==> config.mk <==
export PLATFORM = sky130hd
export DESIGN_NAME = trc_control_unit
export DESIGN_NICKNAME = d
export VERILOG_FILES = /design/src/logic/trc_pkg.sv /design/src/logic/trc_control_unit.sv
export SDC_FILE = /design/constraint.sdc
export NUM_CORES = 1
export LEC_CHECK = 0
export ABC_AREA = 1
export BUFFER_PORTS_ARGS = -buffer_cell sky130_fd_sc_hd__buf_2
export CAP_MARGIN = 20
export CORE_AREA = 2 2 170 172
export DETAILED_ROUTE_END_ITERATION = 12
export DIE_AREA = 0 0 172 174
export HOLD_SLACK_MARGIN = 0.06
export PLACE_DENSITY = 0.76
export SYNTH_ARGS = -nofsm -noshare
export SYNTH_HDL_FRONTEND = slang
export SYNTH_SLANG_ARGS = --single-unit
==> constraint.sdc <==
create_clock -name core_clk -period 3.8 [get_ports core_clk]
set_clock_uncertainty 0.15 [all_clocks]
set_input_delay 0.76 -clock core_clk [delete_from_list [all_inputs] [get_ports core_clk]]
set_output_delay 0.76 -clock core_clk [all_outputs]
set_load 0.05 [all_outputs]
==> src/logic/trc_pkg.sv <==
// Constants and types of the tag reader control unit.
// Assumes one 50 MHz core clock; command, tag and sense inputs are synchronous to it.
//
// Behaviour
// Host picks one- or two-ID duplicate separation
// Duplicate timeout fixed at two minutes
// Transmit-all forwards every tag unfiltered
// Separation command ends transmit-all, restores filtering
// Presence without tag reported, data mode only
// No-tag report default off, on/off commands
// Presence query shows no-tag report setting
// Input change reports, data mode, default off
// Change select: 0 off, 1, 2, 3 both
// Change query gives enable and mask codes
// Reset: clear history, power fail; sign on
// Frequency code 00 to 34, 0.5 MHz steps
// Frequency query shows current code
// RF-by-input default: RF follows presence line
// Host RF off/on overrides presence line
// Continuous wave suspends reads until RF command
// Auxiliary input only monitored and reported
// I/O query: source, output and input codes
// Input inversion option, default off
// Auto mode pulses outputs on unique reads
// Auto pulse length set by digit command
// Output set moves outputs to host control
package trc_pkg;

  // ------------------------------------------------------------
  // Command operations and arguments
  // ------------------------------------------------------------
  localparam logic [3:0] OP_DATA_MODE = 4'h0;
  localparam logic [3:0] OP_CMD_MODE = 4'h1;
  localparam logic [3:0] OP_TX_ALL = 4'h2;
  localparam logic [3:0] OP_SEPARATION = 4'h3;
  localparam logic [3:0] OP_PRESENCE_RPT = 4'h4;
  localparam logic [3:0] OP_CHANGE_RPT = 4'h5;
  localparam logic [3:0] OP_RESET = 4'h6;
  localparam logic [3:0] OP_FREQ = 4'h7;
  localparam logic [3:0] OP_RF_CTRL = 4'h8;
  localparam logic [3:0] OP_RF_BY_INPUT = 4'h9;
  localparam logic [3:0] OP_INVERT = 4'ha;
  localparam logic [3:0] OP_OUT_SET = 4'hb;
  localparam logic [3:0] OP_OUT_AUTO = 4'hc;
  localparam logic [3:0] OP_PULSE_LEN = 4'hd;
  localparam logic [3:0] OP_WIEGAND = 4'he;

  localparam logic [7:0] ARG_OFF = 8'h00;
  localparam logic [7:0] ARG_ON = 8'h01;
  localparam logic [7:0] ARG_CW = 8'h02;
  localparam logic [7:0] ARG_MASK_MAX = 8'h03;
  localparam logic [7:0] ARG_DIGIT_MAX = 8'h09;
  localparam logic [7:0] FREQ_CODE_MAX = 8'h34;

  // ------------------------------------------------------------
  // Report kinds and status codes
  // ------------------------------------------------------------
  localparam logic [1:0] RPT_TAG = 2'h0;
  localparam logic [1:0] RPT_NO_TAG = 2'h1;
  localparam logic [1:0] RPT_INPUT = 2'h2;
  localparam logic [1:0] RPT_SIGN_ON = 2'h3;
  localparam logic PRESENCE_REPORT_OFF_CODE = 1'b0;
  localparam logic PRESENCE_REPORT_ON_CODE = 1'b1;
  localparam logic CHANGE_REPORT_ON_CODE = 1'b1;
  localparam logic [1:0] CHANGE_MASK_BOTH_CODE = 2'h3;
  localparam logic OUTPUTS_HOST_SOURCE_CODE = 1'b0;
  localparam logic OUTPUTS_AUTO_SOURCE_CODE = 1'b1;

  // ------------------------------------------------------------
  // Reset values and timing
  // ------------------------------------------------------------
  localparam logic [7:0] DEF_FREQ_CODE = 8'h00;
  localparam logic [3:0] DEF_PULSE_DIGIT = 4'h1;
  localparam longint CLK_PERIOD_NS = 20;
  localparam longint UNIQ_TIMEOUT_MS = 120000;
  localparam longint UNIQ_CYC_DEF = UNIQ_TIMEOUT_MS * 64'd1000000 / CLK_PERIOD_NS;
  localparam int UNIQ_W = 36;
  localparam longint PULSE_UNIT_MS = 10;
  localparam longint PULSE_UNIT_CYC_DEF = PULSE_UNIT_MS * 64'd1000000 / CLK_PERIOD_NS;
  localparam int PULSE_W = 24;

  typedef enum logic [1:0] {RF_BY_INPUT, RF_HOST_OFF, RF_HOST_ON, RF_CW} trc_rf_mode_t;

endpackage

==> src/logic/trc_control_unit.sv <==
// Control core of the tag reader: command decode, duplicate filter,
// reports, RF enable and sense outputs.
// Assumes the serial framer hands over decoded commands as one-cycle strobes.
`timescale 1ns/1ps
`default_nettype none
module trc_control_unit import trc_pkg::*; #(
  parameter int ID_W = 32,
  parameter logic [UNIQ_W-1:0] UNIQ_CYC = UNIQ_W'(UNIQ_CYC_DEF),
  parameter logic [PULSE_W-1:0] PULSE_UNIT_CYC = PULSE_W'(PULSE_UNIT_CYC_DEF)
) (
  // Clock and reset
  input wire logic core_clk,
  input wire logic nrst,
  // Host commands
  input wire logic cmd_valid,
  input wire logic [3:0] cmd_op,
  input wire logic [7:0] cmd_arg,
  // Tag decoder
  input wire logic tag_valid,
  input wire logic [ID_W-1:0] tag_id,
  // Sense lines and events
  input wire logic presence_sense_line,
  input wire logic auxiliary_sense_line,
  input wire logic presence_fitted,
  input wire logic power_fail_evt,
  // Reports to host
  output logic rpt_valid,
  output logic [1:0] rpt_kind,
  output logic [ID_W-1:0] rpt_data,
  // RF transmitter
  output logic rf_enable,
  output logic rf_cw,
  // Sense outputs
  output logic first_signal_output,
  output logic second_signal_output,
  // Status
  output logic data_mode,
  output logic power_fail_flag,
  output logic tx_all_mode,
  output logic sep_two,
  output logic [7:0] freq_code,
  output logic presence_rpt_code,
  output logic change_rpt_en_code,
  output logic [1:0] change_mask_code,
  output logic out_src_code,
  output logic [1:0] out_state_code,
  output logic [1:0] in_state_code
);

  function automatic logic fn_match(input logic vld, input logic [ID_W-1:0] a,
                                    input logic [ID_W-1:0] b);
    fn_match = vld && (a == b);
  endfunction

  // ------------------------------------------------------------
  // Configuration
  // ------------------------------------------------------------
  logic data_mode_ff, nxt_data_mode;
  logic tx_all_ff, nxt_tx_all;
  logic sep_two_ff, nxt_sep_two;
  logic pres_rpt_ff, nxt_pres_rpt;
  logic [1:0] mask_ff, nxt_mask;
  logic [7:0] freq_ff, nxt_freq;
  trc_rf_mode_t rf_mode_ff, nxt_rf_mode;
  logic invert_ff, nxt_invert;
  logic wieg_ff, nxt_wieg;
  logic out_auto_ff, nxt_out_auto;
  logic [1:0] out_host_ff, nxt_out_host;
  logic [3:0] digit_ff, nxt_digit;
  logic pfail_ff, nxt_pfail;
  logic is_reset;

  assign is_reset = cmd_valid && (cmd_op == OP_RESET);

  always_comb begin
    nxt_data_mode = data_mode_ff;
    nxt_tx_all = tx_all_ff;
    nxt_sep_two = sep_two_ff;
    nxt_pres_rpt = pres_rpt_ff;
    nxt_mask = mask_ff;
    nxt_freq = freq_ff;
    nxt_rf_mode = rf_mode_ff;
    nxt_invert = invert_ff;
    nxt_wieg = wieg_ff;
    nxt_out_auto = out_auto_ff;
    nxt_out_host = out_host_ff;
    nxt_digit = digit_ff;
    nxt_pfail = pfail_ff;
    if (cmd_valid) begin
      case (cmd_op)
        OP_DATA_MODE: nxt_data_mode = 1'b1;
        OP_CMD_MODE: nxt_data_mode = 1'b0;
        OP_TX_ALL: nxt_tx_all = 1'b1;
        OP_SEPARATION: begin
          if (cmd_arg <= ARG_ON) begin
            nxt_sep_two = (cmd_arg == ARG_ON);
            nxt_tx_all = 1'b0;
          end
        end
        OP_PRESENCE_RPT: begin
          if (cmd_arg <= ARG_ON) begin
            nxt_pres_rpt = (cmd_arg == ARG_ON);
          end
        end
        OP_CHANGE_RPT: begin
          if (cmd_arg <= ARG_MASK_MAX) begin
            nxt_mask = cmd_arg[1:0];
          end
        end
        OP_RESET: begin
          nxt_data_mode = 1'b1;
          nxt_pfail = 1'b0;
        end
        OP_FREQ: begin
          if (cmd_arg <= FREQ_CODE_MAX) begin
            nxt_freq = cmd_arg;
          end
        end
        OP_RF_CTRL: begin
          case (cmd_arg)
            ARG_OFF: nxt_rf_mode = RF_HOST_OFF;
            ARG_ON: nxt_rf_mode = RF_HOST_ON;
            ARG_CW: nxt_rf_mode = RF_CW;
            default: nxt_rf_mode = rf_mode_ff;
          endcase
        end
        OP_RF_BY_INPUT: nxt_rf_mode = RF_BY_INPUT;
        OP_INVERT: begin
          if (cmd_arg <= ARG_ON) begin
            nxt_invert = (cmd_arg == ARG_ON);
          end
        end
        OP_OUT_SET: begin
          if (cmd_arg <= ARG_MASK_MAX) begin
            nxt_out_auto = 1'b0;
            nxt_out_host = {cmd_arg[0], cmd_arg[1]};
          end
        end
        OP_OUT_AUTO: nxt_out_auto = 1'b1;
        OP_PULSE_LEN: begin
          if (cmd_arg <= ARG_DIGIT_MAX) begin
            nxt_digit = cmd_arg[3:0];
          end
        end
        OP_WIEGAND: begin
          if (cmd_arg <= ARG_ON) begin
            nxt_wieg = (cmd_arg == ARG_ON);
          end
        end
        default: nxt_data_mode = data_mode_ff;
      endcase
    end
    // Event arriving with the reset command still wins
    if (power_fail_evt) begin
      nxt_pfail = 1'b1;
    end
  end

  always_ff @(posedge core_clk or negedge nrst) begin
    if (!nrst) begin
      data_mode_ff <= 1'b1;
      tx_all_ff <= 1'b0;
      sep_two_ff <= 1'b0;
      pres_rpt_ff <= PRESENCE_REPORT_OFF_CODE;
      mask_ff <= 2'h0;
      freq_ff <= DEF_FREQ_CODE;
      rf_mode_ff <= RF_BY_INPUT;
      invert_ff <= 1'b0;
      wieg_ff <= 1'b0;
      out_auto_ff <= 1'b1;
      out_host_ff <= 2'h0;
      digit_ff <= DEF_PULSE_DIGIT;
      pfail_ff <= 1'b0;
    end else begin
      data_mode_ff <= nxt_data_mode;
      tx_all_ff <= nxt_tx_all;
      sep_two_ff <= nxt_sep_two;
      pres_rpt_ff <= nxt_pres_rpt;
      mask_ff <= nxt_mask;
      freq_ff <= nxt_freq;
      rf_mode_ff <= nxt_rf_mode;
      invert_ff <= nxt_invert;
      wieg_ff <= nxt_wieg;
      out_auto_ff <= nxt_out_auto;
      out_host_ff <= nxt_out_host;
      digit_ff <= nxt_digit;
      pfail_ff <= nxt_pfail;
    end
  end

  // ------------------------------------------------------------
  // Duplicate filter
  // ------------------------------------------------------------
  logic [ID_W-1:0] slot_id_ff [2];
  logic [ID_W-1:0] nxt_slot_id [2];
  logic [1:0] slot_vld_ff, nxt_slot_vld;
  logic [UNIQ_W-1:0] slot_age_ff [2];
  logic [UNIQ_W-1:0] nxt_slot_age [2];
  logic tag_ok, dup, fwd;

  // Reads stop during continuous wave
  assign tag_ok = tag_valid && (rf_mode_ff != RF_CW);
  assign dup = !tx_all_ff && (fn_match(slot_vld_ff[0], slot_id_ff[0], tag_id) ||
               (sep_two_ff && fn_match(slot_vld_ff[1], slot_id_ff[1], tag_id)));
  assign fwd = tag_ok && !dup;

  always_comb begin
    for (int i = 0; i < 2; i++) begin
      nxt_slot_id[i] = slot_id_ff[i];
      nxt_slot_vld[i] = slot_vld_ff[i];
      nxt_slot_age[i] = slot_age_ff[i] + 1'b1;
      // Fixed timeout, no command reaches it
      if (slot_age_ff[i] >= UNIQ_CYC - 1'b1) begin
        nxt_slot_vld[i] = 1'b0;
        nxt_slot_age[i] = slot_age_ff[i];
      end
    end
    if (fwd && !tx_all_ff) begin
      if (!(slot_id_ff[0] == tag_id)) begin
        nxt_slot_id[1] = slot_id_ff[0];
        nxt_slot_vld[1] = slot_vld_ff[0] && nxt_slot_vld[0];
        nxt_slot_age[1] = nxt_slot_age[0];
      end
      nxt_slot_id[0] = tag_id;
      nxt_slot_vld[0] = 1'b1;
      nxt_slot_age[0] = '0;
    end
    if (is_reset) begin
      nxt_slot_vld = 2'b00;
    end
  end

  always_ff @(posedge core_clk or negedge nrst) begin
    if (!nrst) begin
      slot_vld_ff <= 2'b00;
      for (int i = 0; i < 2; i++) begin
        slot_id_ff[i] <= '0;
        slot_age_ff[i] <= '0;
      end
    end else begin
      slot_vld_ff <= nxt_slot_vld;
      slot_id_ff <= nxt_slot_id;
      slot_age_ff <= nxt_slot_age;
    end
  end

  // ------------------------------------------------------------
  // Sense inputs, reports and sense outputs
  // ------------------------------------------------------------
  logic [1:0] in_ff, nxt_in, in_prev_ff, nxt_in_prev;
  logic seen_ff, nxt_seen;
  logic rpt_valid_ff, nxt_rpt_valid;
  logic [1:0] rpt_kind_ff, nxt_rpt_kind;
  logic [ID_W-1:0] rpt_data_ff, nxt_rpt_data;
  logic [PULSE_W-1:0] pulse_ff, nxt_pulse;
  logic [1:0] change;
  logic no_tag;

  // Auxiliary line only feeds status and change reports
  assign change = (in_ff ^ in_prev_ff) & mask_ff;
  assign no_tag = presence_fitted && pres_rpt_ff && in_prev_ff[0] && !in_ff[0] &&
                  !seen_ff && data_mode_ff;

  always_comb begin
    nxt_in = {auxiliary_sense_line, presence_sense_line} ^ {2{invert_ff}};
    nxt_in_prev = in_ff;
    nxt_seen = in_ff[0] ? (seen_ff || tag_ok) : 1'b0;
    nxt_rpt_valid = 1'b1;
    nxt_rpt_kind = RPT_TAG;
    nxt_rpt_data = tag_id;
    // One report a cycle; sign-on outranks reads, then changes
    if (is_reset) begin
      nxt_rpt_kind = RPT_SIGN_ON;
      nxt_rpt_data = '0;
    end else if (fwd) begin
      nxt_rpt_kind = RPT_TAG;
    end else if ((change != 2'h0) && data_mode_ff) begin
      nxt_rpt_kind = RPT_INPUT;
      nxt_rpt_data = ID_W'(in_ff);
    end else if (no_tag) begin
      nxt_rpt_kind = RPT_NO_TAG;
      nxt_rpt_data = '0;
    end else begin
      nxt_rpt_valid = 1'b0;
      nxt_rpt_data = rpt_data_ff;
      nxt_rpt_kind = rpt_kind_ff;
    end
    nxt_pulse = (pulse_ff != '0) ? pulse_ff - 1'b1 : pulse_ff;
    if (fwd && !tx_all_ff && !wieg_ff && out_auto_ff) begin
      nxt_pulse = PULSE_W'((digit_ff + 1'b1) * PULSE_UNIT_CYC);
    end
  end

  always_ff @(posedge core_clk or negedge nrst) begin
    if (!nrst) begin
      in_ff <= 2'h0;
      in_prev_ff <= 2'h0;
      seen_ff <= 1'b0;
      rpt_valid_ff <= 1'b0;
      rpt_kind_ff <= RPT_TAG;
      rpt_data_ff <= '0;
      pulse_ff <= '0;
    end else begin
      in_ff <= nxt_in;
      in_prev_ff <= nxt_in_prev;
      seen_ff <= nxt_seen;
      rpt_valid_ff <= nxt_rpt_valid;
      rpt_kind_ff <= nxt_rpt_kind;
      rpt_data_ff <= nxt_rpt_data;
      pulse_ff <= nxt_pulse;
    end
  end

  // ------------------------------------------------------------
  // Outputs
  // ------------------------------------------------------------
  assign rpt_valid = rpt_valid_ff;
  assign rpt_kind = rpt_kind_ff;
  assign rpt_data = rpt_data_ff;
  assign rf_enable = (rf_mode_ff == RF_BY_INPUT) ? in_ff[0] :
                     (rf_mode_ff == RF_HOST_ON) || (rf_mode_ff == RF_CW);
  assign rf_cw = (rf_mode_ff == RF_CW);
  assign first_signal_output = out_auto_ff ? (pulse_ff != '0) : out_host_ff[0];
  assign second_signal_output = out_auto_ff ? (pulse_ff != '0) : out_host_ff[1];
  assign data_mode = data_mode_ff;
  assign power_fail_flag = pfail_ff;
  assign tx_all_mode = tx_all_ff;
  assign sep_two = sep_two_ff;
  assign freq_code = freq_ff;
  assign presence_rpt_code = pres_rpt_ff ? PRESENCE_REPORT_ON_CODE
                                         : PRESENCE_REPORT_OFF_CODE;
  assign change_rpt_en_code = (mask_ff != 2'h0) ? CHANGE_REPORT_ON_CODE
                                                : !CHANGE_REPORT_ON_CODE;
  assign change_mask_code = mask_ff;
  assign out_src_code = out_auto_ff ? OUTPUTS_AUTO_SOURCE_CODE
                                    : OUTPUTS_HOST_SOURCE_CODE;
  assign out_state_code = {second_signal_output, first_signal_output};
  assign in_state_code = in_ff;
endmodule
`default_nettype wire

==> flow_summary.html <==
<table>
<tr><th>Metric</th><th>Value</th></tr>
<tr><th colspan="2">Route</th></tr>
<tr><td>Vias per Instance</td><td>5.12</td></tr>
<tr><td>Via total after detailed routing</td><td>12600</td></tr>
<tr><td>Final wirelength</td><td>34900 um</td></tr>
<tr><td>Remaining routing DRC violations</td><td>0</td></tr>
<tr><td>Mean routed wirelength per cell</td><td>14.2 um</td></tr>
<tr><td>Number of DRC violations after detailed-routing iteration 0</td><td>983</td></tr>
<tr><td>Number of nets with antenna violations after routing</td><td>0</td></tr>
<tr><td>Number of optimization iterations in the first detailed-route pass</td><td>5</td></tr>
<tr><th colspan="2">Synth</th></tr>
<tr><td>Proportion of synthesized area in mux cells</td><td>0.00234</td></tr>
<tr><td>Synth Area in Compound Gates</td><td>0.0775</td></tr>
<tr><td>Post-synthesis share of cell area spent on xor and xnor gates</td><td>0.0757</td></tr>
<tr><td>Post-synthesis cell count</td><td>1929</td></tr>
<tr><td>Fraction of the yosys area taken by sequential cells</td><td>0.411</td></tr>
<tr><td>Area share of the largest cell type after synthesis</td><td>0.405</td></tr>
<tr><td>Fraction of the mapped netlist area in simple logic gates</td><td>0.307</td></tr>
<tr><td>Synth area leader</td><td>dfrtp_1</td></tr>
<tr><td>Number of synthesized flops with an enable pin</td><td>0</td></tr>
<tr><td>Area contributors post-synth</td><td>dfrtp_1 (41%), nand2_1 (18%), inv_1 (6.5%), xor2_1 (5.3%), nor2_1 (4.8%)</td></tr>
<tr><td>Net count of the mapped netlist</td><td>2015</td></tr>
<tr><td>Adder-cell share of the synthesized area</td><td>0.0339</td></tr>
<tr><td>Share of flip-flops with an asynchronous set or reset</td><td>1.00</td></tr>
<tr><td>Count of cell types in the netlist</td><td>49</td></tr>
<tr><td>Combinational family with the most area after synthesis</td><td>simple AND/OR/NAND/NOR gates</td></tr>
<tr><td>Mean instance size in the synthesized netlist</td><td>7.20 um^2</td></tr>
<tr><td>Post-synthesis register bit count</td><td>228</td></tr>
<tr><td>Number of warnings issued by yosys</td><td>0</td></tr>
<tr><td>Area of the mapped netlist</td><td>13900 um^2</td></tr>
<tr><td>Most used flip-flop cell after synthesis</td><td>dfrtp_1</td></tr>
<tr><th colspan="2">STA</th></tr>
<tr><td>Final worst path period share</td><td>0.995</td></tr>
<tr><td>Final hold violations</td><td>0</td></tr>
<tr><td>Setup ws final</td><td>0.0178 ns</td></tr>
<tr><td>Achievable clock frequency</td><td>264 MHz</td></tr>
<tr><td>Post-route minimum period</td><td>3.78 ns</td></tr>
<tr><td>Pin slew with the least headroom to its limit</td><td>0.726 ns</td></tr>
<tr><td>Max_slew headroom</td><td>0.512</td></tr>
<tr><td>Total of endpoints with negative setup slack in the final report</td><td>0</td></tr>
<tr><td>Unrepaired setup endpoints after global routing</td><td>true</td></tr>
<tr><td>Max-slew violations</td><td>0</td></tr>
<tr><th colspan="2">Floorplan</th></tr>
<tr><td>Die Ht</td><td>174 um</td></tr>
<tr><td>Die X-Extent</td><td>172 um</td></tr>
<tr><td>Total die area</td><td>29900 um^2</td></tr>
<tr><td>Core area</td><td>28200 um^2</td></tr>
<tr><td>Floorplan row count</td><td>62</td></tr>
<tr><td>Effective utilization at floorplan</td><td>0.492</td></tr>
<tr><td>Number of ports placed on the die boundary</td><td>112</td></tr>
<tr><th colspan="2">Setup path</th></tr>
<tr><td>Critical register-to-register path startpoint</td><td>digit_ff[0]$_DFFE_PN1P_</td></tr>
<tr><td>Highest net fanout along the worst path</td><td>5</td></tr>
<tr><td>Data required time at the worst endpoint</td><td>4.08 ns</td></tr>
<tr><td>Type of the worst setup path</td><td>reg -&gt; reg</td></tr>
<tr><td>Sort of element at the end of the critical path</td><td>register</td></tr>
<tr><td>Endpoint of the worst register-to-register path</td><td>pulse_ff[22]$_DFFE_PN0P_</td></tr>
<tr><td>Worst Setup Start Kind</td><td>register</td></tr>
<tr><td>Worst endpoint data arrival time</td><td>4.06 ns</td></tr>
<tr><td>Worst setup path startpoint</td><td>digit_ff[0]$_DFFE_PN1P_</td></tr>
<tr><td>Worst setup endpoint</td><td>pulse_ff[22]$_DFFE_PN0P_</td></tr>
<tr><td>Reg-to-reg setup timing slack</td><td>0.02 ns</td></tr>
<tr><td>Reg2reg path depth</td><td>17</td></tr>
<tr><th colspan="2">Global routing</th></tr>
<tr><td>Final global-route overflow total</td><td>0</td></tr>
<tr><td>Global-route wire length before repair</td><td>58600 um</td></tr>
<tr><td>Initial antenna violation count</td><td>1</td></tr>
<tr><td>Number of global-route vias before repair</td><td>12200</td></tr>
<tr><td>Largest net degree at the start of global routing</td><td>83</td></tr>
<tr><td>All-Layer GR Usage</td><td>0.238</td></tr>
<tr><th colspan="2">Min path</th></tr>
<tr><td>Class of the most critical hold timing path</td><td>in -&gt; async</td></tr>
<tr><th colspan="2">Finish</th></tr>
<tr><td>Area growth, synth to finish</td><td>15.7%</td></tr>
<tr><td>Post-layout util</td><td>0.569</td></tr>
<tr><td>Fillcell total</td><td>2643</td></tr>
<tr><td>Sequential cell area</td><td>5710 um^2</td></tr>
<tr><td>Final standard cell count with taps included and fillers excluded</td><td>2459</td></tr>
<tr><td>Area of the multi-input gates</td><td>7110 um^2</td></tr>
<tr><td>Final nets</td><td>2143</td></tr>
<tr><td>Proportion of layout cells with a drive suffix above 1</td><td>0.127</td></tr>
<tr><th colspan="2">Clock tree</th></tr>
<tr><td>Depth of the CTS H-tree</td><td>1</td></tr>
<tr><td>Clk Latency, worst-skew pair</td><td>0.53 ns</td></tr>
<tr><td>Root Driver</td><td>clkbuf_16</td></tr>
<tr><td>Clock tree from TritonCTS</td><td>built</td></tr>
<tr><td>Max Buffers Root-to-Sink</td><td>3</td></tr>
<tr><td>Clock Sinks</td><td>228</td></tr>
<tr><td>Cts hold-fix bufs</td><td>0</td></tr>
<tr><td>Number of clock buffers inserted by TritonCTS</td><td>25</td></tr>
<tr><td>Clock transition at path regs</td><td>0.07 ns</td></tr>
<tr><th colspan="2">Placement</th></tr>
<tr><td>Post-Place Setup Slack</td><td>-0.0784 ns</td></tr>
<tr><td>Routability Congestion</td><td>0.951</td></tr>
<tr><td>Port bufs</td><td>111</td></tr>
<tr><td>Final HPWL DP</td><td>25700 um</td></tr>
<tr><td>Placed insts</td><td>2407</td></tr>
<tr><th colspan="2">Run status</th></tr>
<tr><td>Result of the run</td><td>complete, no violations</td></tr>
<tr><th colspan="2">Pwr</th></tr>
<tr><td>Leakage</td><td>8.26 nW</td></tr>
<tr><td>Ratio of total power to cell area</td><td>541 nW/um^2</td></tr>
<tr><td>Worst supply voltage drop on vdd</td><td>0.000407 V</td></tr>
<tr><th colspan="2">Run</th></tr>
<tr><td>Max-cap viol count</td><td>0</td></tr>
</table>
[logic make-up (layout without fill, tap and decap cells)]
family | count (synthesis) | in the layout
AOI/OAI and AO/OA | 206 | 206
xor gates and xnor gates | 120 | 120
adders and majority gates | 34 | 34
buffers and inverters | 308 | 453
DFF | 228 | 228
muxes | 3 | 3
other | 0 | 1
and+or+nand+nor | 1030 | 1030
[layout by cell type (no fill, tap or decap), drive strengths merged, types with 3 or more instances in the layout]
cell type / n
buf: 150
dfrtp: 225
xnor2: 36
dfstp: 3
a31oi: 3
clkbuf: 35
nand4: 24
nand3: 72
fa: 6
nand3b: 3
nand2: 657
a21oi: 40
ha: 28
clkinv: 3
xor2: 84
nor2: 185
o21ai: 152
or2: 23
bufinv: 4
nor3: 51
nor4: 10
inv: 259
[flip-flops by register name, summed over array words and instances (netlist names)]
name              flops
pres_rpt_ff           1
tx_all_mode           1
slot_id_ff           64
digit_ff              4
rf_mode_ff            2
data_mode             1
sep_two               1
power_fail_flag       1
pulse_ff             24
rpt_valid             1
out_host_ff           2
rpt_kind              2
in_state_code         2
freq_code             8
invert_ff             1
out_auto_ff           1
rpt_data             32
seen_ff               1
change_mask_code      2
slot_age_ff          72
slot_vld_ff           2
wieg_ff               1
in_prev_ff            2
[final cells by class]
cell class | count | area share
timing repair buffer | 150 | 0.0570
inverter | 259 | 0.0606
clock buffer | 35 | 0.0450
antenna | 1 | 0.000156
tap | 384 | 0.0299
clock inverter | 9 | 0.00958
sequential | 228 | 0.355
multi-input combinational | 1393 | 0.443
[worst min path at each step]
stage / to / from / slack, ns
after floorplan: slot_age_ff[69]$_DFF_PN0_ / slot_age_ff[69]$_DFF_PN0_ / 0.29
final: rpt_data[22]$_DFFE_PN0P_ / nrst / 0.07
after global routing: slot_id_ff[58]$_DFFE_PN0N_ / nrst / 0.12
after CTS: slot_id_ff[58]$_DFFE_PN0N_ / nrst / 0.09
after global placement: in_prev_ff[0]$_DFF_PN0_ / in_state_code[0]$_DFF_PN0_ / 0.29
after detailed placement: in_prev_ff[1]$_DFF_PN0_ / in_state_code[1]$_DFF_PN0_ / 0.29
[timing repair]
item	4_1_cts	5_1_grt
resized for setup	11	20
buffers inserted	3	5
pin swaps	11	10
setup endpoints to repair	2	9
[report_power, final]
group          internal [mW]  leakage [nW]  switching, mW
logic                  0.936          4.93           1.66
clock network           1.59         0.425          0.997
registers               3.02          2.91          0.495
total                   5.55          8.26           3.15
[stage by stage]
stage	instance area [um^2]	setup TNS, ns	total power, mW	hold slack (ns)
detailed placement	15000	-0.139	6.02	0.294
CTS	15900	0	8.68	0.0851
global placement	15000	-0.0310	5.94	0.292
finish	16100	0	8.69	0.0695
global route	16100	-0.443	9.28	0.116
floorplan	14000	-0.0101	5.35	0.286
[cell usage after synthesis (2+ instances only)]
library cell,n
nand2_1,654
inv_1,242
dfrtp_1,225
nor2_1,178
o21ai_0,131
xor2_1,84
nand3_1,69
nor3_1,50
a21oi_1,40
xnor2_1,36
ha_1,28
nand4_1,23
buf_2,20
o21ai_1,20
or2_1,20
inv_2,16
buf_6,11
clkbuf_1,9
nor4_1,9
buf_4,6
fa_1,6
nor2_2,6
a31oi_1,3
dfstp_2,3
nand2_2,3
nand3_2,3
nand3b_1,3
or2_2,3
a21o_1,2
and2_1,2
and3_1,2
clkbuf_2,2
mux2_2,2
o31ai_1,2
o41ai_1,2
[per-layer routing]
metal / track usage / share of wire / vias up / wire length (um)
li1: - / - / 6262 / -
met1: 0.325 / 0.44 / 5862 / 15400
met2: 0.390 / 0.48 / 376 / 16600
met3: 0.0282 / 0.050 / 87 / 1750
met4: 0.0826 / 0.034 / 0 / 1180
met5: 0 / 0 / - / 0
[worst max-delay path, stage by stage, from the launching register on]
cell and delay, ns:
dfstp_2 0.59, buf_12 0.11, nand3_4 0.10, xor2_2 0.20
ha_4 0.28, inv_2 0.03, fa_1 0.47, fa_1 0.54
inv_2 0.05, ha_4 0.31, nand3_2 0.10, nor4_2 0.26
nand3_1 0.10, nand2_1 0.09, xor2_1 0.13, nand2_1 0.06
nand2_1 0.06, nor2_1 0.04
(Power assumes the default switching activity.)
